`src/common/fns_pkg.sv`:
```
// Constants and types shared by the fieldbus node supervisor files
package fns_pkg;

	// ------------------------------------------------------------------
	// Register addresses on the fieldbus
	// ------------------------------------------------------------------
	localparam logic [15:0] FNS_STATUS_ADDR = 16'h0384;
	localparam logic [15:0] FNS_HALT_ADDR   = 16'h03ed;
	localparam logic [15:0] FNS_TMO_ADDR    = 16'h03ee;
	localparam logic [15:0] FNS_CMD_ADDR    = 16'h03ef;
	localparam logic [15:0] FNS_CFG_ADDR    = 16'h03f0;
	localparam logic [15:0] FNS_CNT_ADDR    = 16'h03f1;

	// ------------------------------------------------------------------
	// Field positions and reset values
	// ------------------------------------------------------------------
	localparam int          FNS_STAT_FALLBACK_BIT = 9;
	localparam int          FNS_CFG_SWAP_BIT      = 0;
	localparam int          FNS_CFG_ACK_BIT       = 1;
	localparam int          FNS_CMD_FAULT_BIT     = 0;
	localparam int          FNS_HALT_BIT          = 0;
	localparam logic [15:0] FNS_TMO_RESET         = 16'h0000;
	localparam logic [1:0]  FNS_CFG_RESET         = 2'h0;
	localparam logic        FNS_HALT_RESET        = 1'b0;
	localparam logic [15:0] FNS_CNT_RESET         = 16'h0000;
	localparam logic [15:0] FNS_CNT_MAX           = 16'hffff;

	// Fault command codes in bits 1:0
	localparam logic [1:0]  FNS_CMD_ACK_KEEP  = 2'h0;
	localparam logic [1:0]  FNS_CMD_ACK_CLEAR = 2'h2;
	localparam logic [1:0]  FNS_CMD_CLEAR     = 2'h3;

	// ------------------------------------------------------------------
	// Node address switches
	// ------------------------------------------------------------------
	localparam logic [7:0]  FNS_NODE_MIN  = 8'h01;
	localparam logic [7:0]  FNS_NODE_MAX  = 8'h7f;
	localparam logic [3:0]  FNS_TENS_MAX  = 4'hc;
	localparam logic [3:0]  FNS_UNITS_MAX = 4'h9;
	localparam logic [7:0]  FNS_TENS_WT   = 8'h0a;

	// ------------------------------------------------------------------
	// Baud rates in bits per second
	// ------------------------------------------------------------------
	localparam logic [15:0] FNS_BAUD_1200  = 16'h04b0;
	localparam logic [15:0] FNS_BAUD_2400  = 16'h0960;
	localparam logic [15:0] FNS_BAUD_4800  = 16'h12c0;
	localparam logic [15:0] FNS_BAUD_9600  = 16'h2580;
	localparam logic [15:0] FNS_BAUD_19200 = 16'h4b00;
	localparam logic [15:0] FNS_BAUD_38400 = 16'h9600;

	// Character format: 8 data bits, even parity, 1 stop bit
	localparam logic [3:0]  FNS_DATA_BITS   = 4'h8;
	localparam logic        FNS_PARITY_EVEN = 1'b1;
	localparam logic [1:0]  FNS_STOP_BITS   = 2'h1;

	// ------------------------------------------------------------------
	// Timing
	// ------------------------------------------------------------------
	localparam int          FNS_CLK_PERIOD_PS = 8000;
	localparam int          FNS_TICK_MS       = 1;
	localparam int          FNS_MS_CYCLES     = (FNS_TICK_MS * 1000000000) / FNS_CLK_PERIOD_PS;
	localparam logic [1:0]  FNS_SETTLE_CYCLES = 2'h3;

	// Supervisor operating modes
	typedef enum logic [1:0] {
		FNS_MODE_WAIT,
		FNS_MODE_DEAD,
		FNS_MODE_RUN,
		FNS_MODE_FALLBACK
	} fns_mode_type;

endpackage

```
`src/common/fns_mon_if.sv`:
```
// Link between the supervisor and its millisecond monitoring timer
`timescale 1ns/1ps
`default_nettype none
interface fns_mon_if;
	logic        restart;  // Reload the timer from limit_ms
	logic [15:0] limit_ms; // Monitoring time, 0 disables
	logic        expired;  // One-cycle pulse on timeout
	logic        armed;    // Timer is counting

	modport sup (
		output restart,
		output limit_ms,
		input  expired,
		input  armed
	);
	modport timer (
		input  restart,
		input  limit_ms,
		output expired,
		output armed
	);
endinterface
`default_nettype wire

```
`src/logic/fns_supervisor.sv`:
```
// Fieldbus node supervisor: switch capture, registers, monitoring and fallback
//
// Overview of operation
// Node address switches read only after power-up
// Valid node addresses are 1 to 127
// Address is tens switch 0-12 plus units
// Invalid address: never answer until repowered
// Communicate only with valid address and rate
// Baud selector read only after power-up
// Selector positions 0-6 map to fixed rates
// Half duplex: never transmit while receiving
// Characters use RTU, 8 data, even, 1 stop
// Config bit 1 picks how fallback ends
// Halt register stops or restarts internal bus
// Halted internal bus forces island outputs zero
// Bad expansion parameter blocks clearing halt register
// Config bit 0 selects 32-bit word order
// Config bit 1 selects automatic or manual acknowledge
// Fault command codes 0, 2, 3 ack/clear
// Command bits 15:2 ignored, master writes zero
// Command read bit 0 shows fault present
// Read-only counter of monitoring faults
// Monitoring time in ms, zero disables
// Timeout enters fallback, outputs take fallback values
// Fallback sets status bit 9; writing 0 clears
// Each timeout counts once, counter saturates
// Timer reloads on each good frame, 1 ms ticks
`timescale 1ns/1ps
`default_nettype none
module fns_supervisor
	import fns_pkg::*;
#(
	parameter int MS_CYCLES = FNS_MS_CYCLES
) (
	// Clock and reset
	input  wire logic        sys_clk_i,
	input  wire logic        rst_n_i,
	// Rotary switches
	input  wire logic [3:0]  addr_tens_i,
	input  wire logic [3:0]  addr_units_i,
	input  wire logic [3:0]  baud_pos_i,
	// Register requests from the frame layer
	input  wire logic        req_valid_i,
	input  wire logic        req_write_i,
	input  wire logic [7:0]  req_node_i,
	input  wire logic [15:0] req_addr_i,
	input  wire logic [15:0] req_wdata_i,
	input  wire logic        frame_ok_i,
	// Register answers
	output logic             rsp_valid_o,
	output logic             rsp_error_o,
	output logic [15:0]      rsp_rdata_o,
	// Line direction
	input  wire logic        tx_busy_i,
	output logic             link_tx_en_o,
	output logic             link_rx_en_o,
	// Link settings
	output logic [7:0]       node_addr_o,
	output logic             node_valid_o,
	output logic [15:0]      baud_rate_o,
	output logic             comm_enable_o,
	output logic [3:0]       frame_data_bits_o,
	output logic             frame_parity_even_o,
	output logic [1:0]       frame_stop_bits_o,
	// Island side
	input  wire logic        exp_param_bad_i,
	input  wire logic [15:0] island_out_i,
	input  wire logic [15:0] fallback_val_i,
	output logic [15:0]      island_out_o,
	output logic             int_bus_run_o,
	output logic             word_swap_o,
	output logic             fallback_o,
	output logic             fault_present_o
);

	// ------------------------------------------------------------------
	// Decoding functions
	// ------------------------------------------------------------------
	// selector to rate
	function automatic logic [15:0] baud_of(input logic [3:0] pos);
		logic [15:0] rate;
		unique case (pos)
			4'h0:    rate = FNS_BAUD_19200;
			4'h1:    rate = FNS_BAUD_1200;
			4'h2:    rate = FNS_BAUD_2400;
			4'h3:    rate = FNS_BAUD_4800;
			4'h4:    rate = FNS_BAUD_9600;
			4'h5:    rate = FNS_BAUD_19200;
			4'h6:    rate = FNS_BAUD_38400;
			default: rate = 16'h0000; // Positions 7-15 have no rate
		endcase
		return rate;
	endfunction

	// two decimal digits
	function automatic logic [7:0] addr_of(input logic [3:0] tens, input logic [3:0] units);
		logic [7:0] prod;
		prod = 8'(tens * FNS_TENS_WT);
		return prod + {4'h0, units};
	endfunction

	// ------------------------------------------------------------------
	// Switch synchronisers
	// ------------------------------------------------------------------
	logic [11:0] sw_meta;
	logic [11:0] sw_sync;

	// Two flops on every switch line
	always_ff @(posedge sys_clk_i or negedge rst_n_i) begin
		if (!rst_n_i) begin
			sw_meta <= 12'h000;
			sw_sync <= 12'h000;
		end else begin
			sw_meta <= {baud_pos_i, addr_tens_i, addr_units_i};
			sw_sync <= sw_meta;
		end
	end

	// ------------------------------------------------------------------
	// Power-up capture and mode
	// ------------------------------------------------------------------
	fns_mode_type mode;
	fns_mode_type next_mode;
	logic [1:0]   settle;
	logic [1:0]   next_settle;
	logic [7:0]   node_addr;
	logic [7:0]   next_node_addr;
	logic [15:0]  baud_rate;
	logic [15:0]  next_baud_rate;
	logic         node_valid;
	logic         next_node_valid;
	logic [7:0]   sw_addr;
	logic         sw_addr_ok;

	// Registers and state of the fault logic, declared early for the mode logic
	logic         halt;
	logic         next_halt;
	logic [15:0]  tmo_ms;
	logic [15:0]  next_tmo_ms;
	logic [1:0]   cfg;
	logic [1:0]   next_cfg;
	logic [15:0]  fault_cnt;
	logic [15:0]  next_fault_cnt;
	logic         fault;
	logic         next_fault;
	logic         accept;
	logic         wr_cmd;
	logic         fb_exit;

	fns_mon_if mon ();

	assign sw_addr = addr_of(sw_sync[7:4], sw_sync[3:0]);
	// address range check
	assign sw_addr_ok = (sw_sync[7:4] <= FNS_TENS_MAX) && (sw_sync[3:0] <= FNS_UNITS_MAX)
		&& (sw_addr >= FNS_NODE_MIN) && (sw_addr <= FNS_NODE_MAX);

	// Next mode and captured switch values
	always_comb begin
		next_mode       = mode;
		next_settle     = settle;
		next_node_addr  = node_addr;
		next_baud_rate  = baud_rate;
		next_node_valid = node_valid;
		unique case (mode)
			FNS_MODE_WAIT: begin
				if (settle == FNS_SETTLE_CYCLES) begin
					// capture once after power-up
					next_node_addr  = sw_addr;
					next_node_valid = sw_addr_ok;
					// rate fixed until repower
					next_baud_rate  = baud_of(sw_sync[11:8]);
					// invalid address locks silent
					next_mode = (sw_addr_ok && baud_of(sw_sync[11:8]) != 16'h0000)
						? FNS_MODE_RUN : FNS_MODE_DEAD;
				end else begin
					next_settle = settle + 2'h1;
				end
			end
			FNS_MODE_DEAD: begin
				next_mode = FNS_MODE_DEAD;
			end
			FNS_MODE_RUN: begin
				// timeout enters fallback
				if (mon.expired) begin
					next_mode = FNS_MODE_FALLBACK;
				end
			end
			FNS_MODE_FALLBACK: begin
				// exit condition, timeout wins
				if (fb_exit && !mon.expired) begin
					next_mode = FNS_MODE_RUN;
				end
			end
		endcase
	end

	// Mode and capture registers
	always_ff @(posedge sys_clk_i or negedge rst_n_i) begin
		if (!rst_n_i) begin
			mode       <= FNS_MODE_WAIT;
			settle     <= 2'h0;
			node_addr  <= 8'h00;
			baud_rate  <= 16'h0000;
			node_valid <= 1'b0;
		end else begin
			mode       <= next_mode;
			settle     <= next_settle;
			node_addr  <= next_node_addr;
			baud_rate  <= next_baud_rate;
			node_valid <= next_node_valid;
		end
	end

	// ------------------------------------------------------------------
	// Request acceptance
	// ------------------------------------------------------------------
	// talk only when address and rate usable
	assign comm_enable_o = (mode == FNS_MODE_RUN) || (mode == FNS_MODE_FALLBACK);
	assign accept        = req_valid_i && comm_enable_o && (req_node_i == node_addr);
	assign wr_cmd        = accept && req_write_i && (req_addr_i == FNS_CMD_ADDR);
	// exit on any request, or on command write with bit 0 clear
	assign fb_exit = cfg[FNS_CFG_ACK_BIT] ? (wr_cmd && !req_wdata_i[FNS_CMD_FAULT_BIT]) : accept;

	// ------------------------------------------------------------------
	// Registers
	// ------------------------------------------------------------------
	// Next register values
	always_comb begin
		next_halt      = halt;
		next_tmo_ms    = tmo_ms;
		next_cfg       = cfg;
		next_fault_cnt = fault_cnt;
		next_fault     = fault;
		if (accept && req_write_i) begin
			unique case (req_addr_i)
				FNS_HALT_ADDR: begin
					// halt or restart
					if (req_wdata_i[FNS_HALT_BIT]) begin
						next_halt = 1'b1;
					// refuse clear on bad parameter
					end else if (!exp_param_bad_i) begin
						next_halt = 1'b0;
					end
				end
				FNS_TMO_ADDR: next_tmo_ms = req_wdata_i;
				FNS_CFG_ADDR: next_cfg = req_wdata_i[1:0];
				FNS_CMD_ADDR: begin
					// decode bits 1:0 only
					// upper bits ignored
					if (req_wdata_i[1:0] == FNS_CMD_ACK_KEEP ||
						req_wdata_i[1:0] == FNS_CMD_ACK_CLEAR) begin
						next_fault = 1'b0;
					end
					if (req_wdata_i[1:0] == FNS_CMD_ACK_CLEAR ||
						req_wdata_i[1:0] == FNS_CMD_CLEAR) begin
						next_fault_cnt = FNS_CNT_RESET;
					end
				end
				default: ;
			endcase
		end
		// automatic mode clears fault when fallback ends
		if (!cfg[FNS_CFG_ACK_BIT] && mode == FNS_MODE_FALLBACK && fb_exit) begin
			next_fault = 1'b0;
		end
		// timeout counts and flags, set wins
		if (mon.expired) begin
			next_fault = 1'b1;
			if (next_fault_cnt != FNS_CNT_MAX) begin
				next_fault_cnt = next_fault_cnt + 16'h0001;
			end
		end
	end

	// Register file
	always_ff @(posedge sys_clk_i or negedge rst_n_i) begin
		if (!rst_n_i) begin
			halt      <= FNS_HALT_RESET;
			tmo_ms    <= FNS_TMO_RESET;
			cfg       <= FNS_CFG_RESET;
			fault_cnt <= FNS_CNT_RESET;
			fault     <= 1'b0;
		end else begin
			halt      <= next_halt;
			tmo_ms    <= next_tmo_ms;
			cfg       <= next_cfg;
			fault_cnt <= next_fault_cnt;
			fault     <= next_fault;
		end
	end

	// ------------------------------------------------------------------
	// Read answers
	// ------------------------------------------------------------------
	logic        next_rsp_valid;
	logic        next_rsp_error;
	logic [15:0] next_rsp_rdata;

	// Read mux and error for unmapped or read-only writes
	always_comb begin
		next_rsp_valid = accept;
		next_rsp_error = 1'b0;
		next_rsp_rdata = 16'h0000;
		if (accept) begin
			unique case (req_addr_i)
				FNS_STATUS_ADDR: begin
					next_rsp_rdata[FNS_STAT_FALLBACK_BIT] = (mode == FNS_MODE_FALLBACK);
					next_rsp_error = req_write_i;
				end
				FNS_HALT_ADDR: next_rsp_rdata[FNS_HALT_BIT] = halt;
				FNS_TMO_ADDR:  next_rsp_rdata = tmo_ms;
				// fault present in bit 0
				FNS_CMD_ADDR:  next_rsp_rdata[FNS_CMD_FAULT_BIT] = fault;
				FNS_CFG_ADDR:  next_rsp_rdata[1:0] = cfg;
				FNS_CNT_ADDR: begin
					// counter is read-only
					next_rsp_rdata = fault_cnt;
					next_rsp_error = req_write_i;
				end
				default: next_rsp_error = 1'b1;
			endcase
		end
	end

	// Answer registers
	always_ff @(posedge sys_clk_i or negedge rst_n_i) begin
		if (!rst_n_i) begin
			rsp_valid_o <= 1'b0;
			rsp_error_o <= 1'b0;
			rsp_rdata_o <= 16'h0000;
		end else begin
			rsp_valid_o <= next_rsp_valid;
			rsp_error_o <= next_rsp_error;
			rsp_rdata_o <= next_rsp_rdata;
		end
	end

	// ------------------------------------------------------------------
	// Monitoring timer
	// ------------------------------------------------------------------
	// reload on good frame, new time or fallback exit
	assign mon.restart = comm_enable_o && (next_mode == FNS_MODE_RUN) &&
		(frame_ok_i || fb_exit || (accept && req_write_i && req_addr_i == FNS_TMO_ADDR));
	assign mon.limit_ms = next_tmo_ms;

	fns_mon_timer #(
		.MS_CYCLES (MS_CYCLES)
	) u_timer (
		.sys_clk_i (sys_clk_i),
		.rst_n_i   (rst_n_i),
		.mon       (mon.timer)
	);

	// ------------------------------------------------------------------
	// Outputs
	// ------------------------------------------------------------------
	// one direction at a time
	assign link_tx_en_o = comm_enable_o && tx_busy_i;
	assign link_rx_en_o = comm_enable_o && !tx_busy_i;
	// fixed character format
	assign frame_data_bits_o   = FNS_DATA_BITS;
	assign frame_parity_even_o = FNS_PARITY_EVEN;
	assign frame_stop_bits_o   = FNS_STOP_BITS;
	assign node_addr_o   = node_addr;
	assign node_valid_o  = node_valid;
	assign baud_rate_o   = baud_rate;
	// halted bus drives zero, else fallback values in fallback mode
	assign island_out_o  = halt ? 16'h0000 :
		((mode == FNS_MODE_FALLBACK) ? fallback_val_i : island_out_i);
	assign int_bus_run_o = !halt;
	// word order select
	assign word_swap_o     = cfg[FNS_CFG_SWAP_BIT];
	// fallback status
	assign fallback_o      = (mode == FNS_MODE_FALLBACK);
	assign fault_present_o = fault;
endmodule
`default_nettype wire

```
`src/logic/fns_mon_timer.sv`:
```
// Network monitoring timer counting in one-millisecond ticks
`timescale 1ns/1ps
`default_nettype none
module fns_mon_timer
	import fns_pkg::*;
#(
	parameter int MS_CYCLES = FNS_MS_CYCLES
) (
	// Clock and reset
	input  wire logic sys_clk_i,
	input  wire logic rst_n_i,
	// Supervisor side
	fns_mon_if.timer  mon
);
	localparam int            PRE_W   = $clog2(MS_CYCLES);
	localparam logic [PRE_W-1:0] PRE_LAST = PRE_W'(MS_CYCLES - 1);

	logic [PRE_W-1:0] pre;
	logic [PRE_W-1:0] next_pre;
	logic [15:0]      ms_left;
	logic [15:0]      next_ms_left;
	logic             armed;
	logic             next_armed;
	logic             expired;
	logic             next_expired;

	// ------------------------------------------------------------------
	// Prescaler and countdown
	// ------------------------------------------------------------------
	// Next state of prescaler and millisecond counter
	always_comb begin
		next_pre     = pre;
		next_ms_left = ms_left;
		next_armed   = armed;
		next_expired = 1'b0;
		// reload on frame
		if (mon.restart) begin
			next_pre     = '0;
			next_ms_left = mon.limit_ms;
			next_armed   = (mon.limit_ms != 16'h0000);
		end else if (armed) begin
			if (pre == PRE_LAST) begin
				next_pre = '0;
				// count down time
				if (ms_left == 16'h0001) begin
					next_armed   = 1'b0;
					next_expired = 1'b1;
				end else begin
					next_ms_left = ms_left - 16'h0001;
				end
			end else begin
				next_pre = pre + PRE_W'(1);
			end
		end
	end

	// Timer registers
	always_ff @(posedge sys_clk_i or negedge rst_n_i) begin
		if (!rst_n_i) begin
			pre     <= '0;
			ms_left <= 16'h0000;
			armed   <= 1'b0;
			expired <= 1'b0;
		end else begin
			pre     <= next_pre;
			ms_left <= next_ms_left;
			armed   <= next_armed;
			expired <= next_expired;
		end
	end

	assign mon.expired = expired;
	assign mon.armed   = armed;
endmodule
`default_nettype wire

```
`config.mk`:
```
export PLATFORM = sky130hd
export DESIGN_NAME = fns_supervisor
export DESIGN_NICKNAME = d
export VERILOG_FILES = /design/src/common/fns_pkg.sv /design/src/common/fns_mon_if.sv /design/src/logic/fns_supervisor.sv /design/src/logic/fns_mon_timer.sv
export SDC_FILE = /design/constraint.sdc
export NUM_CORES = 1
export LEC_CHECK = 0
export ABC_AREA = 0
export BUFFER_PORTS_ARGS = -buffer_cell sky130_fd_sc_hd__buf_4
export CAP_MARGIN = 10
export CORE_MARGIN = 1.5
export CORE_UTILIZATION = 49
export CTS_CLUSTER_DIAMETER = 120
export CTS_CLUSTER_SIZE = 20
export DETAILED_ROUTE_END_ITERATION = 7
export PLACE_DENSITY = 0.74
export SETUP_SLACK_MARGIN = 0.4
export SLEW_MARGIN = 20
export SYNTH_ARGS = -nofsm -noshare
export SYNTH_HDL_FRONTEND = slang
export SYNTH_HIERARCHICAL = 1
export SYNTH_SLANG_ARGS = --single-unit
```
`constraint.sdc`:
```
create_clock -name sys_clk_i -period 3 [get_ports sys_clk_i]
set_clock_uncertainty 0.1 [all_clocks]
set_input_delay 0.3 -clock sys_clk_i [delete_from_list [all_inputs] [get_ports sys_clk_i]]
set_output_delay 0.3 -clock sys_clk_i [all_outputs]
set_load 0.02 [all_outputs]
```
==> results summary <==
The number of cell instances on the worst register-to-register path is 17. The share of the Yosys chip area taken by registers is between 40% and 50%. The worst hold path passes through 3 cells. The share of post-route cells with drive strength above 1 is 41.2%. The maximum clock insertion buffer count is 2. Yosys printed 6 warnings.

The worst relative slew slack came out at 51.2%. The total clock sinks came out at 138. The library cells used most frequently in the layout, excluding fill and tap cells, are buf_4, dfrtp_1, nand2_1, nor2_1, a21oi_1. The post-detailed-route wirelength per cell is around 19 um. The count of nets left with antenna violations once routing finished came out at 0.

Synthesis produced a netlist whose cell count is 722. The final hold violation count is 0. The async set-or-reset flop fraction in the synthesized netlist came out at between 90% and 100%. The upper clock frequency limit is between 0.3 and 0.4 GHz. The die is 124 um tall. The number of antenna violations at the first check in global routing is 1.

The setup violation total in the final timing report came out at 8. The placer's final routability congestion estimate came out at roughly 0.9. The die boundary width came out at approximately 120 um. The number of pins exceeding their max-slew limit in the final report came to 0.

After legalization and detailed placement, the total HPWL measured ~14000 um. The critical-path maximum fanout came out at 3. The number of rows created at floorplan is between 40 and 50. The final period demand of the worst path is roughly 3100 ps.

The cell area after synthesis is approximately 7000 um^2. The clock latency on the worst-skew pair came out at around 420 ps. The max-capacitance violation count came out at 0. The category of the most critical setup path is in2reg. The final core utilization came out at about three quarters.

The routed via count divided by cell count came out at slightly below 6. The initial cell density of the core is 50.7%. 164 I/O pins were placed.

The mean instance size in the synthesized netlist is between 9 and 10 um^2. The launch point of the critical path is req_addr_i[11]. In this run the worst setup path terminates at fault_cnt[2]$_DFF_PN0_.

Global routing consumed, over all layers together, around 29% of the routing resources. The period utilization came out at 104%. The total via count in the routed design came out at ~6900.

The final net count came out at between 1000 and 1500. The CTS clock-pin slew for the worst setup and hold paths came out at roughly 60 ps. The overall die area came out at 15300 um^2. The count of flip-flops with a built-in enable after synthesis came out at 0.

The first TritonRoute pass finished after 6 iterations. The layout overhead on the synthesized area is 49.6%. The total power is around 0.0068 W. The classification of the worst-slack hold path is in2reg.

VDD sags by at most between 0.5 and 0.6 mV. At the worst endpoint, the arrival time is between 3000 and 4000 ps. Summed over all layers, the routed wires come to 22700 um. The final reports fail on negative setup slack. Setup repair after global routing could not meet its margin everywhere. The worst-case setup margin in the final layout came out at -126 ps.

The TritonCTS clock tree is yes. The largest incremental delay on the critical path is 550 ps. The core region is 14000 um^2.

The data required time of the critical path came out at approximately 3200 ps. The number of H-tree levels came out at 4. The first-pass GRT wire length is roughly 33000 um. The count of input and output buffers came out at ~150.

The count of cell types in the netlist came out at 72. On the critical path, the stage with the largest delay is an instance of or4_4. STA classifies the critical path startpoint as an input pin. The maximum number of pins on one net before global-route repair came out at 55. The total DRC errors in the routed layout came out at 0. For this run, the leading register cell type out of synthesis is dfrtp_1.

In this run the critical register-to-register path is captured at fault_cnt[2]$_DFF_PN0_. The number of buffers created by CTS is 17. The count of routing violations after the opening detailed-route iteration is between 700 and 800. The most common library cell in the layout ignoring fill and taps is buf_4. STA classifies the critical path endpoint as a flip-flop. Summed over all cells, the static leakage comes to 5.02 nW. The library cell used as clock root buffer is clkbuf_16. The setup slack on the worst flop-to-flop path came out at 0 ps. The power density relative to cell area is 635 nW/um^2.

The critical path goes through buf_6 -> or4_4 -> or4_4 -> buf_12 -> nor3_4 -> nand4_1 -> and2_4 -> ha_4 -> inv_4 -> buf_4 -> buf_6 -> buf_4 -> buf_6 -> buf_6 -> buf_4 -> buf_4 -> nor2_2 -> a31oi_1. The number of global-route vias before repair is between 6000 and 7000. In this run the critical register-to-register path is launched from node_addr_o[0]$_DFFE_PN0P_. For the pin with the worst max-slew slack, the measured transition is ~730 ps. The number of storage elements in the synthesis netlist is about 140. The overall overflow remaining after global route came out at 0. The flow ran to the end, but the final reports show violations.
==> flip-flops by register name, summed over array words and instances (netlist names) <==
signal and cells:
u_timer/mon.expired 1, u_timer/pre 17, node_valid_o 1, u_timer/ms_left 16
tmo_ms 16, mode 2, u_timer/mon.armed 1, node_addr_o 8
rsp_error_o 1, halt 1, fault_cnt 16, baud_rate_o 12
cfg 2, rsp_rdata_o 16, rsp_valid_o 1, settle 2
sw_meta 12, fault_present_o 1, sw_sync 12
==> what timing repair did <==
action / 4_1_cts / 5_1_grt
gates resized for setup: 75 / 46
pin swaps: 42 / 24
setup buffers: 33 / 22
hold buffers: 13 / 0
endpoints found under the setup margin: 58 / 64
cloned: 1 / 1
endpoints found under the hold margin: 63 / 0
==> area by class of cell <==
class | count | area (um^2)
Fill cell | 915 | 3390
Sequential cell | 138 | 3460
Clock buffer | 19 | 453
Clock inverter | 13 | 143
Tap cell | 180 | 225
Antenna cell | 1 | 2.50
Inverter | 17 | 75.1
Multi-Input combinational cell | 529 | 3860
Timing Repair Buffer | 293 | 2440
==> stage by stage <==
step	cells	cell area, um^2	setup TNS [ps]	setup WS [ps]	hold WS, ps
finish	1190	10700	-606	-126	21.5
global route	1190	10700	-1560	-215	23.5
CTS	1166	10300	0	86.8	18.1
detailed placement	1087	8910	-17220	-574	235
global placement	1087	8910	-14230	-463	233
floorplan	731	7260	-12120	-359	-95.6
==> metal layers <==
layer  up-vias  global-route usage (%)  routed length (um)
li1       3110                       -                   -
met4         0                    12.4                 696
met2       352                    49.9               11700
met5         -                       0                   0
met1      3386                    33.7                8910
met3        77                    6.50                1410
==> synthesized netlist by cell type, types with 7 or more instances <==
cell type,instances,share of area [%]
o21ai_0,30,2.1
or3_1,9,0.79
nand2_1,100,5.3
xnor2_1,22,2.7
nor3_1,14,0.98
clkbuf_1,28,1.5
buf_4,11,1.2
nor2_1,65,3.4
ha_1,12,2.1
mux2_4,9,1.9
nand4_1,17,1.5
a31oi_1,9,0.79
nand3_1,16,1.1
xor2_1,19,2.3
and3_1,12,1.1
a22oi_1,14,1.5
dfrtp_1,138,48
mux2_2,17,2.7
nor4_1,13,1.1
a21oi_1,34,2.4
nor2b_1,7,0.61
inv_1,16,0.84
==> critical path, delay by kind of cell <==
family	cells	cell delay, ps
AND/OR/NAND/NOR	6	1750
buffers and inverters	10	940
AO/OA/AOI/OAI	1	200
adder cells (fa/ha/maj)	1	180
==> power by group <==
part	internal [W]	leakage, nW	switching [W]
sequential	0.00213	1.77	0.000257
clock	0.00128	0.295	0.000838
combinational	0.00105	2.95	0.00122
total	0.00445	5.02	0.00231
==> worst min-delay path by stage <==
stage | startpoint | endpoint | slack, ps
CTS | exp_param_bad_i | halt$_DFFE_PN0P_ | 20
detailed placement | sw_meta[7]$_DFF_PN0_ | sw_sync[7]$_DFF_PN0_ | 240
global route | exp_param_bad_i | halt$_DFFE_PN0P_ | 20
global placement | sw_meta[4]$_DFF_PN0_ | sw_sync[4]$_DFF_PN0_ | 230
floorplan | rst_n_i | baud_rate_o[10]$_DFFE_PN0P_ | -100
finish | exp_param_bad_i | halt$_DFFE_PN0P_ | 20
==> logic make-up after synthesis <==
logic type	count (synthesis)	synth area share (%)
fa+ha+maj	14	2.67
simple gates	293	20.5
mux	28	4.87
compound gates	142	13.8
buf+inv	64	4.55
xor+xnor	41	5.04
flops	138	48.5
other cells	2	0.105
No activity file was read; power rests on OpenSTA's default activity.
